==> config.mk <==
export PLATFORM = sky130hd
export DESIGN_NAME = modbus_parameter_access
export DESIGN_NICKNAME = d
export VERILOG_FILES = /design/src/modbus_param_pkg.sv /design/src/crc16_unit.sv /design/src/modbus_parameter_access.sv
export VERILOG_INCLUDE_DIRS = /design/src /design/src/src
export SDC_FILE = /design/constraint.sdc
export NUM_CORES = 1
export LEC_CHECK = 0
export ABC_CLOCK_PERIOD_IN_PS = 12300
export BUFFER_PORTS_ARGS = -buffer_cell sky130_fd_sc_hd__buf_2
export CAP_MARGIN = 20
export CORE_ASPECT_RATIO = 0.75
export CORE_MARGIN = 2
export CORE_UTILIZATION = 55
export CTS_BUF_LIST = sky130_fd_sc_hd__clkbuf_4
export DETAILED_ROUTE_END_ITERATION = 8
export PLACE_DENSITY = 0.74
export SLEW_MARGIN = 20
export SYNTH_ARGS = -nofsm -noshare
export SYNTH_HDL_FRONTEND = slang
export SYNTH_HIERARCHICAL = 1
export SYNTH_SLANG_ARGS = --single-unit
==> constraint.sdc <==
create_clock -name CLOCK_IN -period 12.3 [get_ports CLOCK_IN]
set_input_delay 1.23 -clock CLOCK_IN [delete_from_list [all_inputs] [get_ports CLOCK_IN]]
set_output_delay 1.23 -clock CLOCK_IN [all_outputs]
set_load 0.01 [all_outputs]
==> src/modbus_param_defines.svh <==
// Constants for the Modbus parameter access block: function codes,
// register map, frame layout and check-sum settings.
// Assumes inclusion by bare name from the design files.
`ifndef MODBUS_PARAM_DEFINES_SVH
`define MODBUS_PARAM_DEFINES_SVH

// ==========================================================
// Function codes
`define FC_READ_HOLDING 8'h03
`define FC_WRITE_SINGLE 8'h06

// ==========================================================
// Register map
`define ARRAY_INDEX_ADDR 16'h0008
`define ARRAY_INDEX_RESET 16'h0000
`define PARAM_ADDR_SCALE 17'h0000A
`define PARAM_ADDR_BIAS 17'h00001

// ==========================================================
// Frame layout
`define REQ_FRAME_LEN 4'h8
`define ECHO_HDR_LEN 4'h6
`define READ_HDR_LEN 4'h3

// ==========================================================
// Check-sum
`define CRC_INIT 16'hFFFF
`define CRC_POLY 16'hA001
`define CRC_GOOD 16'h0000

`endif

==> src/modbus_param_pkg.sv <==
// Types shared by the Modbus parameter access block.
// Assumes nothing of its surroundings.
package modbus_param_pkg;

  // ==========================================================
  // Handler states, Gray coded along the usual path
  typedef enum logic [2:0] {
    ST_IDLE  = 3'h0,
    ST_CHECK = 3'h1,
    ST_EXEC  = 3'h3,
    ST_HDR   = 3'h2,
    ST_FETCH = 3'h6,
    ST_WAIT  = 3'h7,
    ST_DATA  = 3'h5,
    ST_CRC   = 3'h4
  } handler_state_t;

  // Register address split into parameter number and word slot
  typedef struct packed {
    logic [15:0] num;
    logic [3:0] slot;
  } reg_decode_t;

endpackage

==> src/crc16_unit.sv <==
// Byte-wide Modbus RTU check-sum register.
// Assumes the caller never asserts init and feed in the same cycle.
`timescale 1ns/100ps
`include "modbus_param_defines.svh"

module crc16_unit (
  input wire logic clk_in,
  input wire logic rst_n_in,
  input wire logic init_in,
  input wire logic feed_in,
  input wire logic [7:0] byte_in,
  output logic [15:0] crc_out
);

  logic [15:0] crc_reg; // Running remainder
  logic [15:0] crc_next; // Next remainder

  // ==========================================================
  // Next value: eight reflected shift steps per byte
  always_comb begin
    crc_next = crc_reg;
    if (init_in) begin
      crc_next = `CRC_INIT;
    end else if (feed_in) begin
      crc_next = crc_reg ^ {8'h00, byte_in};
      for (int i = 0; i < 8; i++) begin
        // Reflected polynomial, so the low bit leaves first
        crc_next = crc_next[0] ? ((crc_next >> 1) ^ `CRC_POLY) : (crc_next >> 1);
      end
    end
  end

  // Register only
  always_ff @(posedge clk_in or negedge rst_n_in) begin
    if (!rst_n_in) begin
      crc_reg <= `CRC_INIT;
    end else begin
      crc_reg <= crc_next;
    end
  end

  assign crc_out = crc_reg;

endmodule

==> src/modbus_parameter_access.sv <==
// Modbus RTU slave request handler mapping drive parameters onto
// holding registers. Bytes arrive already deframed from a serial
// receiver on the same clock; the parameter store answers reads in
// the cycle its read strobe is high.
`timescale 1ns/100ps
`include "modbus_param_defines.svh"

module modbus_parameter_access
  import modbus_param_pkg::*;
#(
  parameter int MAX_READ_REGS = 125
) (
  input wire logic CLOCK_IN,
  input wire logic RESETN_IN,
  input wire logic [7:0] SLAVE_ADDR_IN,
  input wire logic [7:0] RX_BYTE_IN,
  input wire logic RX_VALID_IN,
  input wire logic RX_END_IN,
  output logic [7:0] TX_BYTE_OUT,
  output logic TX_VALID_OUT,
  input wire logic TX_READY_IN,
  output logic [15:0] PARAM_NUM_OUT,
  output logic [15:0] PARAM_INDEX_OUT,
  output logic PARAM_RD_OUT,
  input wire logic [31:0] PARAM_RDATA_IN,
  input wire logic PARAM_WIDE_IN,
  output logic PARAM_WR_OUT,
  output logic PARAM_LOW_WORD_OUT,
  output logic [15:0] PARAM_WDATA_OUT
);

  // ==========================================================
  // Helpers
  function automatic reg_decode_t decode_addr(input logic [15:0] a);
    logic [16:0] biased;
    biased = {1'b0, a} + `PARAM_ADDR_BIAS;
    decode_addr.num = 16'(biased / `PARAM_ADDR_SCALE);
    decode_addr.slot = 4'(biased % `PARAM_ADDR_SCALE);
  endfunction

  // ==========================================================
  // Reset release
  logic rst_meta_reg; // First stage, read only by the second
  logic rst_n; // Released reset for the block
  always_ff @(posedge CLOCK_IN or negedge RESETN_IN) begin
    if (!RESETN_IN) begin
      rst_meta_reg <= 1'b0;
      rst_n <= 1'b0;
    end else begin
      rst_meta_reg <= 1'b1;
      rst_n <= rst_meta_reg;
    end
  end

  // ==========================================================
  // State
  handler_state_t state_reg, state_next; // Handler phase
  logic [7:0] buf_reg [0:7]; // Request bytes
  logic [7:0] buf_next [0:7];
  logic [3:0] rx_cnt_reg, rx_cnt_next; // Bytes received, saturating at 9
  logic [3:0] k_reg, k_next; // Byte position inside a phase
  logic [15:0] addr_reg, addr_next; // Current register address
  logic [15:0] left_reg, left_next; // Registers still to return
  logic [15:0] word_reg, word_next; // Register word being sent
  logic [15:0] idx_reg, idx_next; // Array element index
  logic [7:0] tx_byte_reg, tx_byte_next;
  logic tx_valid_reg, tx_valid_next;
  logic [15:0] num_reg, num_next;
  logic rd_reg, rd_next, wr_reg, wr_next, low_reg, low_next;
  logic [15:0] wdata_reg, wdata_next;
  logic crc_init, crc_feed; // Check-sum controls
  logic [7:0] crc_byte; // Byte into the check-sum
  logic [15:0] crc; // Running check-sum
  logic frame_ok; // Request passed all checks
  logic [15:0] req_addr, req_word; // Address and data fields
  reg_decode_t dec; // Decoded current address

  assign req_addr = {buf_reg[2], buf_reg[3]};
  assign req_word = {buf_reg[4], buf_reg[5]};
  assign dec = decode_addr(addr_reg);

  // Residual of zero means the trailing check bytes matched
  assign frame_ok = (rx_cnt_reg == `REQ_FRAME_LEN) && (crc == `CRC_GOOD)
    && (buf_reg[0] == SLAVE_ADDR_IN)
    && ((buf_reg[1] == `FC_WRITE_SINGLE)
      || ((buf_reg[1] == `FC_READ_HOLDING) && (req_word != 16'h0000)
        && (req_word <= 16'(MAX_READ_REGS))));

  crc16_unit crc_u (
    .clk_in(CLOCK_IN),
    .rst_n_in(rst_n),
    .init_in(crc_init),
    .feed_in(crc_feed),
    .byte_in(crc_byte),
    .crc_out(crc)
  );

  // ==========================================================
  // Next-state logic
  always_comb begin
    state_next = state_reg;
    buf_next = buf_reg;
    rx_cnt_next = rx_cnt_reg;
    k_next = k_reg;
    addr_next = addr_reg;
    left_next = left_reg;
    word_next = word_reg;
    idx_next = idx_reg;
    tx_byte_next = tx_byte_reg;
    tx_valid_next = tx_valid_reg;
    num_next = num_reg;
    rd_next = 1'b0;
    wr_next = 1'b0;
    low_next = low_reg;
    wdata_next = wdata_reg;
    crc_init = 1'b0;
    crc_feed = 1'b0;
    crc_byte = RX_BYTE_IN;
    case (state_reg)
      ST_IDLE: begin
        // Collect bytes; overlong frames saturate and fail the length check
        if (RX_END_IN) begin
          state_next = ST_CHECK;
        end else if (RX_VALID_IN) begin
          crc_feed = 1'b1;
          if (rx_cnt_reg < `REQ_FRAME_LEN) begin
            buf_next[rx_cnt_reg[2:0]] = RX_BYTE_IN;
          end
          if (rx_cnt_reg <= `REQ_FRAME_LEN) begin
            rx_cnt_next = rx_cnt_reg + 4'h1;
          end
        end
      end
      ST_CHECK: begin
        crc_init = 1'b1;
        rx_cnt_next = 4'h0;
        k_next = 4'h0;
        addr_next = req_addr;
        left_next = req_word;
        // Silent discard, no answer at all
        state_next = frame_ok ? ST_EXEC : ST_IDLE;
      end
      ST_EXEC: begin
        state_next = ST_HDR;
        if (buf_reg[1] == `FC_WRITE_SINGLE) begin
          if (req_addr == `ARRAY_INDEX_ADDR) begin
            idx_next = req_word;
          end else begin
            // Slot 1 is the low word of a wide parameter
            num_next = dec.num;
            low_next = (dec.slot == 4'h1);
            wdata_next = req_word;
            wr_next = 1'b1;
          end
        end
      end
      ST_HDR, ST_DATA, ST_CRC: begin
        // Hold the byte until the transmitter takes it
        if (!tx_valid_reg) begin
          tx_valid_next = 1'b1;
          if (state_reg == ST_CRC) begin
            // Check bytes go low first
            tx_byte_next = (k_reg == 4'h0) ? crc[7:0] : crc[15:8];
          end else if (state_reg == ST_DATA) begin
            // Raw word, high byte first
            tx_byte_next = (k_reg == 4'h0) ? word_reg[15:8] : word_reg[7:0];
          end else if (buf_reg[1] == `FC_READ_HOLDING && k_reg == 4'h2) begin
            tx_byte_next = {left_reg[6:0], 1'b0};
          end else begin
            tx_byte_next = buf_reg[k_reg[2:0]];
          end
          crc_feed = (state_reg != ST_CRC);
          crc_byte = tx_byte_next;
        end else if (TX_READY_IN) begin
          tx_valid_next = 1'b0;
          k_next = k_reg + 4'h1;
          if (state_reg == ST_HDR) begin
            if (buf_reg[1] == `FC_WRITE_SINGLE && k_reg == `ECHO_HDR_LEN - 4'h1) begin
              state_next = ST_CRC;
              k_next = 4'h0;
            end else if (buf_reg[1] == `FC_READ_HOLDING
                && k_reg == `READ_HDR_LEN - 4'h1) begin
              state_next = ST_FETCH;
              k_next = 4'h0;
            end
          end else if (state_reg == ST_DATA && k_reg == 4'h1) begin
            k_next = 4'h0;
            addr_next = addr_reg + 16'h0001;
            left_next = left_reg - 16'h0001;
            state_next = (left_reg == 16'h0001) ? ST_CRC : ST_FETCH;
          end else if (state_reg == ST_CRC && k_reg == 4'h1) begin
            crc_init = 1'b1;
            k_next = 4'h0;
            state_next = ST_IDLE;
          end
        end
      end
      ST_FETCH: begin
        if (addr_reg == `ARRAY_INDEX_ADDR) begin
          word_next = idx_reg;
          state_next = ST_DATA;
        end else begin
          num_next = dec.num;
          rd_next = 1'b1;
          state_next = ST_WAIT;
        end
      end
      ST_WAIT: begin
        // Store answers while the read strobe is high
        if (dec.slot == 4'h0) begin
          word_next = PARAM_WIDE_IN ? PARAM_RDATA_IN[31:16]
            : PARAM_RDATA_IN[15:0];
        end else if (dec.slot == 4'h1 && PARAM_WIDE_IN) begin
          word_next = PARAM_RDATA_IN[15:0];
        end else begin
          word_next = 16'h0000; // Unmapped slot reads as zero
        end
        state_next = ST_DATA;
      end
      default: begin
        state_next = ST_IDLE;
      end
    endcase
  end

  // ==========================================================
  // Registers only
  always_ff @(posedge CLOCK_IN or negedge rst_n) begin
    if (!rst_n) begin
      state_reg <= ST_IDLE;
      for (int i = 0; i < 8; i++) begin
        buf_reg[i] <= 8'h00;
      end
      rx_cnt_reg <= 4'h0;
      k_reg <= 4'h0;
      addr_reg <= 16'h0000;
      left_reg <= 16'h0000;
      word_reg <= 16'h0000;
      idx_reg <= `ARRAY_INDEX_RESET;
      tx_byte_reg <= 8'h00;
      tx_valid_reg <= 1'b0;
      num_reg <= 16'h0000;
      rd_reg <= 1'b0;
      wr_reg <= 1'b0;
      low_reg <= 1'b0;
      wdata_reg <= 16'h0000;
    end else begin
      state_reg <= state_next;
      buf_reg <= buf_next;
      rx_cnt_reg <= rx_cnt_next;
      k_reg <= k_next;
      addr_reg <= addr_next;
      left_reg <= left_next;
      word_reg <= word_next;
      idx_reg <= idx_next;
      tx_byte_reg <= tx_byte_next;
      tx_valid_reg <= tx_valid_next;
      num_reg <= num_next;
      rd_reg <= rd_next;
      wr_reg <= wr_next;
      low_reg <= low_next;
      wdata_reg <= wdata_next;
    end
  end

  assign TX_BYTE_OUT = tx_byte_reg;
  assign TX_VALID_OUT = tx_valid_reg;
  assign PARAM_NUM_OUT = num_reg;
  assign PARAM_INDEX_OUT = idx_reg;
  assign PARAM_RD_OUT = rd_reg;
  assign PARAM_WR_OUT = wr_reg;
  assign PARAM_LOW_WORD_OUT = low_reg;
  assign PARAM_WDATA_OUT = wdata_reg;
endmodule

==> results of run 1 <==
-- area by class of cell --
| type | count | area (µm²) | share of cell area, % |
|---|---|---|---|
| Tap cell | 306 | 383 | 2.68 |
| Inverter | 22 | 82.6 | 0.578 |
| Multi-Input combinational cell | 1168 | 7810 | 54.6 |
| Clock inverter | 15 | 208 | 1.45 |
| Clock buffer | 17 | 128 | 0.893 |
| Sequential cell | 199 | 5000 | 35.0 |
| Antenna cell | 1 | 2.50 | 0.0175 |
| Timing Repair Buffer | 127 | 676 | 4.73 |
-- placed cells by master (no fill, tap or decap), types with 12 or more instances in the layout --
| cell | synthesis | routed |
|---|---|---|
| mux2_2 | 82 | 82 |
| xor2_1 | 16 | 16 |
| clkbuf_4 | 0 | 17 |
| nand3_1 | 36 | 36 |
| nand4_1 | 18 | 18 |
| buf_4 | 9 | 16 |
| mux2i_1 | 36 | 36 |
| and2_1 | 12 | 12 |
| nor4_1 | 22 | 22 |
| o31ai_1 | 12 | 12 |
| dfrtp_1 | 183 | 181 |
| o32a_1 | 18 | 18 |
| ha_1 | 13 | 13 |
| nor2_1 | 178 | 177 |
| buf_2 | 8 | 111 |
| and3_1 | 12 | 12 |
| dfstp_2 | 16 | 16 |
| nand2_1 | 176 | 176 |
| or3_1 | 13 | 13 |
| o21ai_0 | 61 | 61 |
| mux4_2 | 16 | 16 |
| xnor2_1 | 38 | 38 |
| o22ai_1 | 15 | 15 |
| or2_2 | 40 | 40 |
| nor3_1 | 37 | 36 |
| inv_1 | 19 | 19 |
| a21oi_1 | 104 | 103 |
-- path summary, 6_finish.rpt --
| kind | from | slack, ps | end |
|---|---|---|---|
| hold reg to reg | rst_n | 360 | addr_reg[13] |
| min in group CLOCK_IN | rst_meta_reg | 370 | rst_n |
| setup / recovery | addr_reg[0] | 4240 | word_reg[15] |
| max in group asynchronous | rst_n | 10460 | PARAM_RD_OUT |
| hold / removal | RESETN_IN | 340 | rst_n |
| setup reg to reg | addr_reg[0] | 4240 | word_reg[15] |
-- per-layer routing --
layer,GRT usage (%),vias to the layer above,part of all wire [%]
met5,0,-,0
met4,6.44,0,1.3
met3,11.4,47,13
met2,43.7,721,41
met1,49.4,5867,45
li1,-,5543,-
-- cells by family after synthesis --
kind of cell | after synthesis | synth area share, %
xor+xnor | 57 | 3.99
other cells | 2 | 0.0566
simple gates | 599 | 21.8
flops | 199 | 37.7
fa+ha+maj | 13 | 1.23
buf+inv | 109 | 3.59
compound gates | 362 | 19.3
mux | 134 | 12.4
-- metrics by stage --
| stage | utilization (%) | total power [µW] | cells |
|---|---|---|---|
| after CTS | 59.9 | 1420 | 1854 |
| after detailed placement | 58.5 | 1010 | 1822 |
| after global placement | 58.5 | 1010 | 1822 |
| after global routing | 59.9 | 1480 | 1855 |
| final | 59.9 | 1420 | 1855 |
| after floorplan | - | 952 | 1476 |
-- where the power goes --
| part | switching (µW) | internal (µW) |
|---|---|---|
| Sequential | 66.4 | 702 |
| Combinational | 116 | 125 |
| Clock | 262 | 151 |
-- worst max-delay path: cells and delay by family, from the launching register on --
kind	cells	cell delay (ps)
buf+inv	1	70
mux	1	130
simple gates	8	3010
compound gates	12	3180
flops	1	570
xor+xnor	1	360
fa+ha+maj	2	640
==> results by group, run 1 <==
CTS
  • Hold_buf cts: 0
  • CTS Buf Count: 17
  • Post-CTS Repair Setup Buffers: 0
  • Worst-Skew Late Latency: between 600 and 700 ps
  • CTS clk-pin slew, worst paths: 170 ps
  • H-Tree Level Count: 4
  • Maximum root-to-sink buffer count: 2
  • CTS resizes: 0
  • Num Clock Sinks: 199
  • CTS tree: yes
  • Clk root buf: clkbuf_4

Drt
  • Vias per cell: about 6.6
  • Total Wirelength: about 40 mm
  • Drt wl/cell: 21.8 µm
  • Routed Antenna Nets: 0
  • 1st-pass router iterations: 5
  • Routed vias: ~12k
  • Residual DRC count: 0
  • DR iter-0 viols: between 1.5k and 2k

Floorplan
  • Die footprint: around 0.025 mm²
  • Core Box Area: roughly 0.024 mm²
  • Row count: 49
  • # IOs: about 110
  • Height of the die: 138 µm
  • Die Width: around 180 µm
  • Initial Utilization: 55.6%

Synthesis
  • Seq/Total Area, Yosys: a little under two fifths
  • FFs w/ async S/R, synth: 100%
  • Post-synth EDFFs: 0
  • Synth top area share: between 30 and 40%
  • Most numerous cell in the Yosys netlist: dfrtp_1
  • Post-Synthesis Cells: 1475
  • FF+latch count, synth: ~200
  • Netlist Area Pre-Place: between 0.01 and 0.015 mm²
  • Yosys warning count: 6
  • Largest cells by area after synthesis: dfrtp_1 (35%), mux2_2 (7.0%), nor2_1 (5.0%), nand2_1 (5.0%), a21oi_1 (3.9%)
  • Post-synth top cells: dfrtp_1 (183), nor2_1 (178), nand2_1 (176)
  • Syn Area/Cell: around 9 µm²
  • Netlist cell types: 96
  • Synth area leader: dfrtp_1
  • Synth Flop Type: dfrtp_1

Timing
  • Setup TNS: 0 ps
  • Worst-Margin Slew: between 900 and 1000 ps
  • Fin crit period: approximately 8100 ps
  • Hold Fails Final Rpt: 0
  • Setup Skew: 24.8 ps
  • Slew Limit Fails: 0
  • Maximum clock rate: between 0.1 and 0.15 GHz
  • Fin crit share: about two thirds
  • Post-route setup slack: around 4200 ps
  • Setup repair after global routing missed its margin: no
  • Setup Viol. Count Final: 0
  • Min Hold Slack: 345 ps
  • Worst slew margin: approximately 34%

Setup path
  • Critical Path RT: 12840 ps
  • Worst r2r path cells: 25
  • Worst-path fanout max: 17
  • CP peak stage delay: approximately 570 ps
  • Worst path slowest cell: dfrtp_1
  • Arrival @ worst endpoint: around 8600 ps
  • CP Class: reg -> reg
  • Crit path launch type: flip-flop
  • CP Capture Type: flip-flop

GRT
  • Number of global-route vias before repair: roughly 11k
  • All-Layer GR Usage: 32.2%
  • First-pass GRT wire length: roughly 64 mm
  • Remaining Overflow, GRT: 0
  • Largest net degree at the start of global routing: between 70 and 80
  • Antenna violations before repair: 1

Hold path
  • Hold WC Path Type: in -> async

Power and ir drop
  • VDD IR max: roughly 0.083 mV
  • LEAKAGE: approximately 0.0063 µW
  • Pwr dens: about 100 mW/mm²

Placed design
  • Area after DPL: between 0.01 and 0.015 mm²
  • Pre-CTS setup slack: 4450 ps
  • DP Wirelength: about 29 mm
  • Placer Congestion: 0.949
  • Port bufs: 111

Finish
  • Final #Nets: between 1.5k and 2k
  • Fill cells: about 2.1k
  • Largest register FFs: 64
  • Design Area, Final: 0.0143 mm²
  • Layout area overhead: 7.80%
  • Share of cells above drive strength 1: 23.6%

Outcome
  • Status: completed

Job
  • Max-cap violations: 0
No activity file was read; power rests on OpenSTA's default activity.
==> inputs of run 2 (changes only) <==
--- a/config.mk
+++ b/config.mk
@@ -6,7 +6,7 @@
 export SDC_FILE = /design/constraint.sdc
 export NUM_CORES = 1
 export LEC_CHECK = 0
-export ABC_CLOCK_PERIOD_IN_PS = 12300
+export ABC_CLOCK_PERIOD_IN_PS = 8400
 export BUFFER_PORTS_ARGS = -buffer_cell sky130_fd_sc_hd__buf_2
 export CAP_MARGIN = 20
 export CORE_ASPECT_RATIO = 0.75
==> constraint.sdc (replaced) <==
create_clock -name CLOCK_IN -period 8.4 [get_ports CLOCK_IN]
set_input_delay 0.84 -clock CLOCK_IN [delete_from_list [all_inputs] [get_ports CLOCK_IN]]
set_output_delay 0.84 -clock CLOCK_IN [all_outputs]
set_load 0.01 [all_outputs]
==> results by group, run 2 (same netlist as run 1, synthesis figures left out) <==
Outcome
  • Status: completed

Floorplan
  • # IOs: roughly 110
  • Die Width: approximately 180 µm
  • Row count: 49
  • Die footprint: about 0.025 mm²
  • Initial Utilization: 55.6%
  • Height of the die: roughly 140 µm
  • Core Box Area: 0.0238 mm²

GRT
  • Remaining Overflow, GRT: 0
  • GRT busiest layer: met1
  • GR Layer Usage met1: between 40% and 50%
  • M2 GR Usage: ~45%
  • Number of global-route vias before repair: around 11k
  • All-Layer GR Usage: 32.4%
  • Largest net degree at the start of global routing: between 150 and 200
  • Antenna violations before repair: 1
  • Met3 Usage GRT: a little over a tenth
  • First-pass GRT wire length: between 60 and 70 mm

Finish
  • Final #Nets: about 1.6k
  • Final core utilization: between 60% and 70%
  • Share of cells above drive strength 1: 23.9%
  • Commonest non-fill, non-tap cell in the layout: dfrtp_1
  • Layout area overhead: 8.27%
  • Largest register FFs: between 60 and 70
  • Fill cells: ~2.0k
  • Most frequent cells in the layout: dfrtp_1 (180), nor2_1 (176), nand2_1 (176), buf_2 (111), a21oi_1 (103)

CTS
  • H-Tree Level Count: 4
  • Num Clock Sinks: around 200
  • Maximum root-to-sink buffer count: 2
  • CTS Buf Count: 17
  • Worst-Skew Late Latency: ~640 ps
  • Clk root buf: clkbuf_4
  • CTS clk-pin slew, worst paths: 170 ps
  • Post-CTS Repair Setup Buffers: 0
  • CTS tree: yes

Power and ir drop
  • LEAKAGE: between 0.006 and 0.007 µW
  • Net Sw Frac: a little under a third
  • Sequential share of power: 54.0%
  • Psw: roughly 630 µW
  • Logic pwr share: roughly 17%
  • VDD IR max: 0.153 mV
  • Clock power frac: ~29%
  • P_int: between 1000 and 1500 µW
  • Pwr dens: 145 mW/mm²

Setup path
  • Buf+Inv Stages, Crit Path: 1
  • Worst-path fanout max: 17
  • Worst path slowest cell: dfrtp_1
  • Cells along the critical path: nand3_2 > nor4_1 > xnor2_1 > nor2_1 > o311ai_1 > mux2i_1 > nor3_1 > o32ai_1 > a2111o_1 > a2111o_1 > o221ai_2 > o221ai_2 > o221a_1 > or2_1 > a21oi_2 > o211ai_2 > or2_1 > a311o_1 > inv_1 > ha_1 > nand2b_1 > or2_2 > o32a_1 > a221oi_2
  • CP Class: reg -> reg
  • Arrival @ worst endpoint: between 8000 and 9000 ps
  • Cell family with most CP delay: compound AO/OA/AOI/OAI gates
  • Crit path launch type: flip-flop
  • CP Capture Type: flip-flop
  • CP peak stage delay: around 620 ps
  • Critical Path RT: 8960 ps

Drt
  • Routed vias: 12.4k
  • DR iter-0 viols: between 1.5k and 2k
  • Vias per cell: about 6.7
  • Residual DRC count: 0
  • Routed Antenna Nets: 0
  • Total Wirelength: about 41 mm
  • 1st-pass router iterations: 6
  • Drt wl/cell: between 20 and 25 µm

Timing
  • Slew Limit Fails: 0
  • Setup Skew: 23.0 ps
  • Post-route setup slack: 509 ps
  • Worst slew margin: between 30% and 40%
  • Fin crit period: 7890 ps
  • Setup Viol. Count Final: 0
  • Fin crit share: between 90% and 100%
  • Hold Fails Final Rpt: 0
  • Min Hold Slack: 326 ps
  • Setup repair after global routing missed its margin: no
  • Maximum clock rate: ~0.13 GHz
  • Setup TNS: 0 ps
  • Worst-Margin Slew: just over 1000 ps

Placed design
  • Placer Congestion: 0.961
  • Port bufs: 111
  • Pre-CTS setup slack: 534 ps
  • DP Wirelength: 28.9 mm

Hold path
  • Hold WC Path Type: reg -> async

Job
  • Max-cap violations: 0
==> run 2: cell count changes in the layout (fill, tap and decap cells not counted), sizes merged <==
cell / before / now
clkinv: 6 / 5
diode: 1 / 2
bufinv: 3 / 4
clkinvlp: 0 / 1
inv: 28 / 27
dlygate4sd3: 0 / 1
==> run 2: worst register-to-register path, cell delays in order, from the launching register on <==
cell and delay [ps]:
dfrtp_1 620, nand3_2 250, nor4_1 610, xnor2_1 440
nor2_1 210, o311ai_1 310, mux2i_1 140, nor3_1 520
o32ai_1 210, a2111o_1 470, a2111o_1 460, o221ai_2 90
o221ai_2 220, o221a_1 290, or2_1 290, a21oi_2 220
o211ai_2 130, or2_1 280, a311o_1 330, inv_1 80
ha_1 220, nand2b_1 390, or2_2 450, o32a_1 320
a221oi_2 260
==> run 2: power by group through the flow <==
| stage | clock, µW | sequential (µW) | combinational, µW |
|---|---|---|---|
| floorplan | 0 | 1090 | 299 |
| global placement | 0 | 1140 | 340 |
| detailed placement | 0 | 1140 | 347 |
| CTS | 617 | 1120 | 350 |
| global route | 653 | 1140 | 390 |
| finish | 606 | 1130 | 354 |
==> run 2: path summary, 6_finish.rpt <==
check | from | depth (start not counted) | to | slack [ps]
setup reg to reg | addr_reg[2] | 24 | word_reg[9] | 510
max in group asynchronous | rst_n | 1 | addr_reg[0] | 6680
hold / removal | rst_n | 0 | PARAM_WDATA_OUT[12] | 330
setup / recovery | addr_reg[2] | 24 | word_reg[9] | 510
hold reg to reg | rst_n | 0 | PARAM_WDATA_OUT[12] | 330
min in group CLOCK_IN | rst_meta_reg | 0 | rst_n | 380
==> run 2: metal layers <==
layer | wire length, µm | up-vias
li1 | - | 5538
met1 | 18200 | 6049
met2 | 16800 | 720
met3 | 5110 | 61
met4 | 758 | 0
met5 | 0 | -
==> run 2: repair_timing <==
action	4_1_cts	5_1_grt
resized for setup	0	6
setup endpoints to repair	0	15
hold buffers	1	0
hold endpoints to repair	2	0
==> run 2: final cells by class <==
| class | instances | area (µm²) | area share, % |
|---|---|---|---|
| clock inverter | 15 | 210 | 1.46 |
| antenna | 2 | 5.00 | 0.0349 |
| inverter | 22 | 82.6 | 0.575 |
| clock buffer | 17 | 128 | 0.889 |
| timing repair buffer | 128 | 698 | 4.86 |
| sequential | 199 | 5010 | 34.9 |
| tap | 306 | 383 | 2.67 |
| multi-input combinational | 1168 | 7840 | 54.6 |
==> run 2: metrics by stage <==
stage | power [µW] | cell area [µm²] | instances
2_1_floorplan | 1390 | 13300 | 1476
3_3_place_gp | 1480 | 14000 | 1822
3_5_place_dp | 1490 | 14000 | 1822
4_1_cts | 2090 | 14300 | 1855
5_1_grt | 2180 | 14400 | 1857
6_report | 2080 | 14400 | 1857
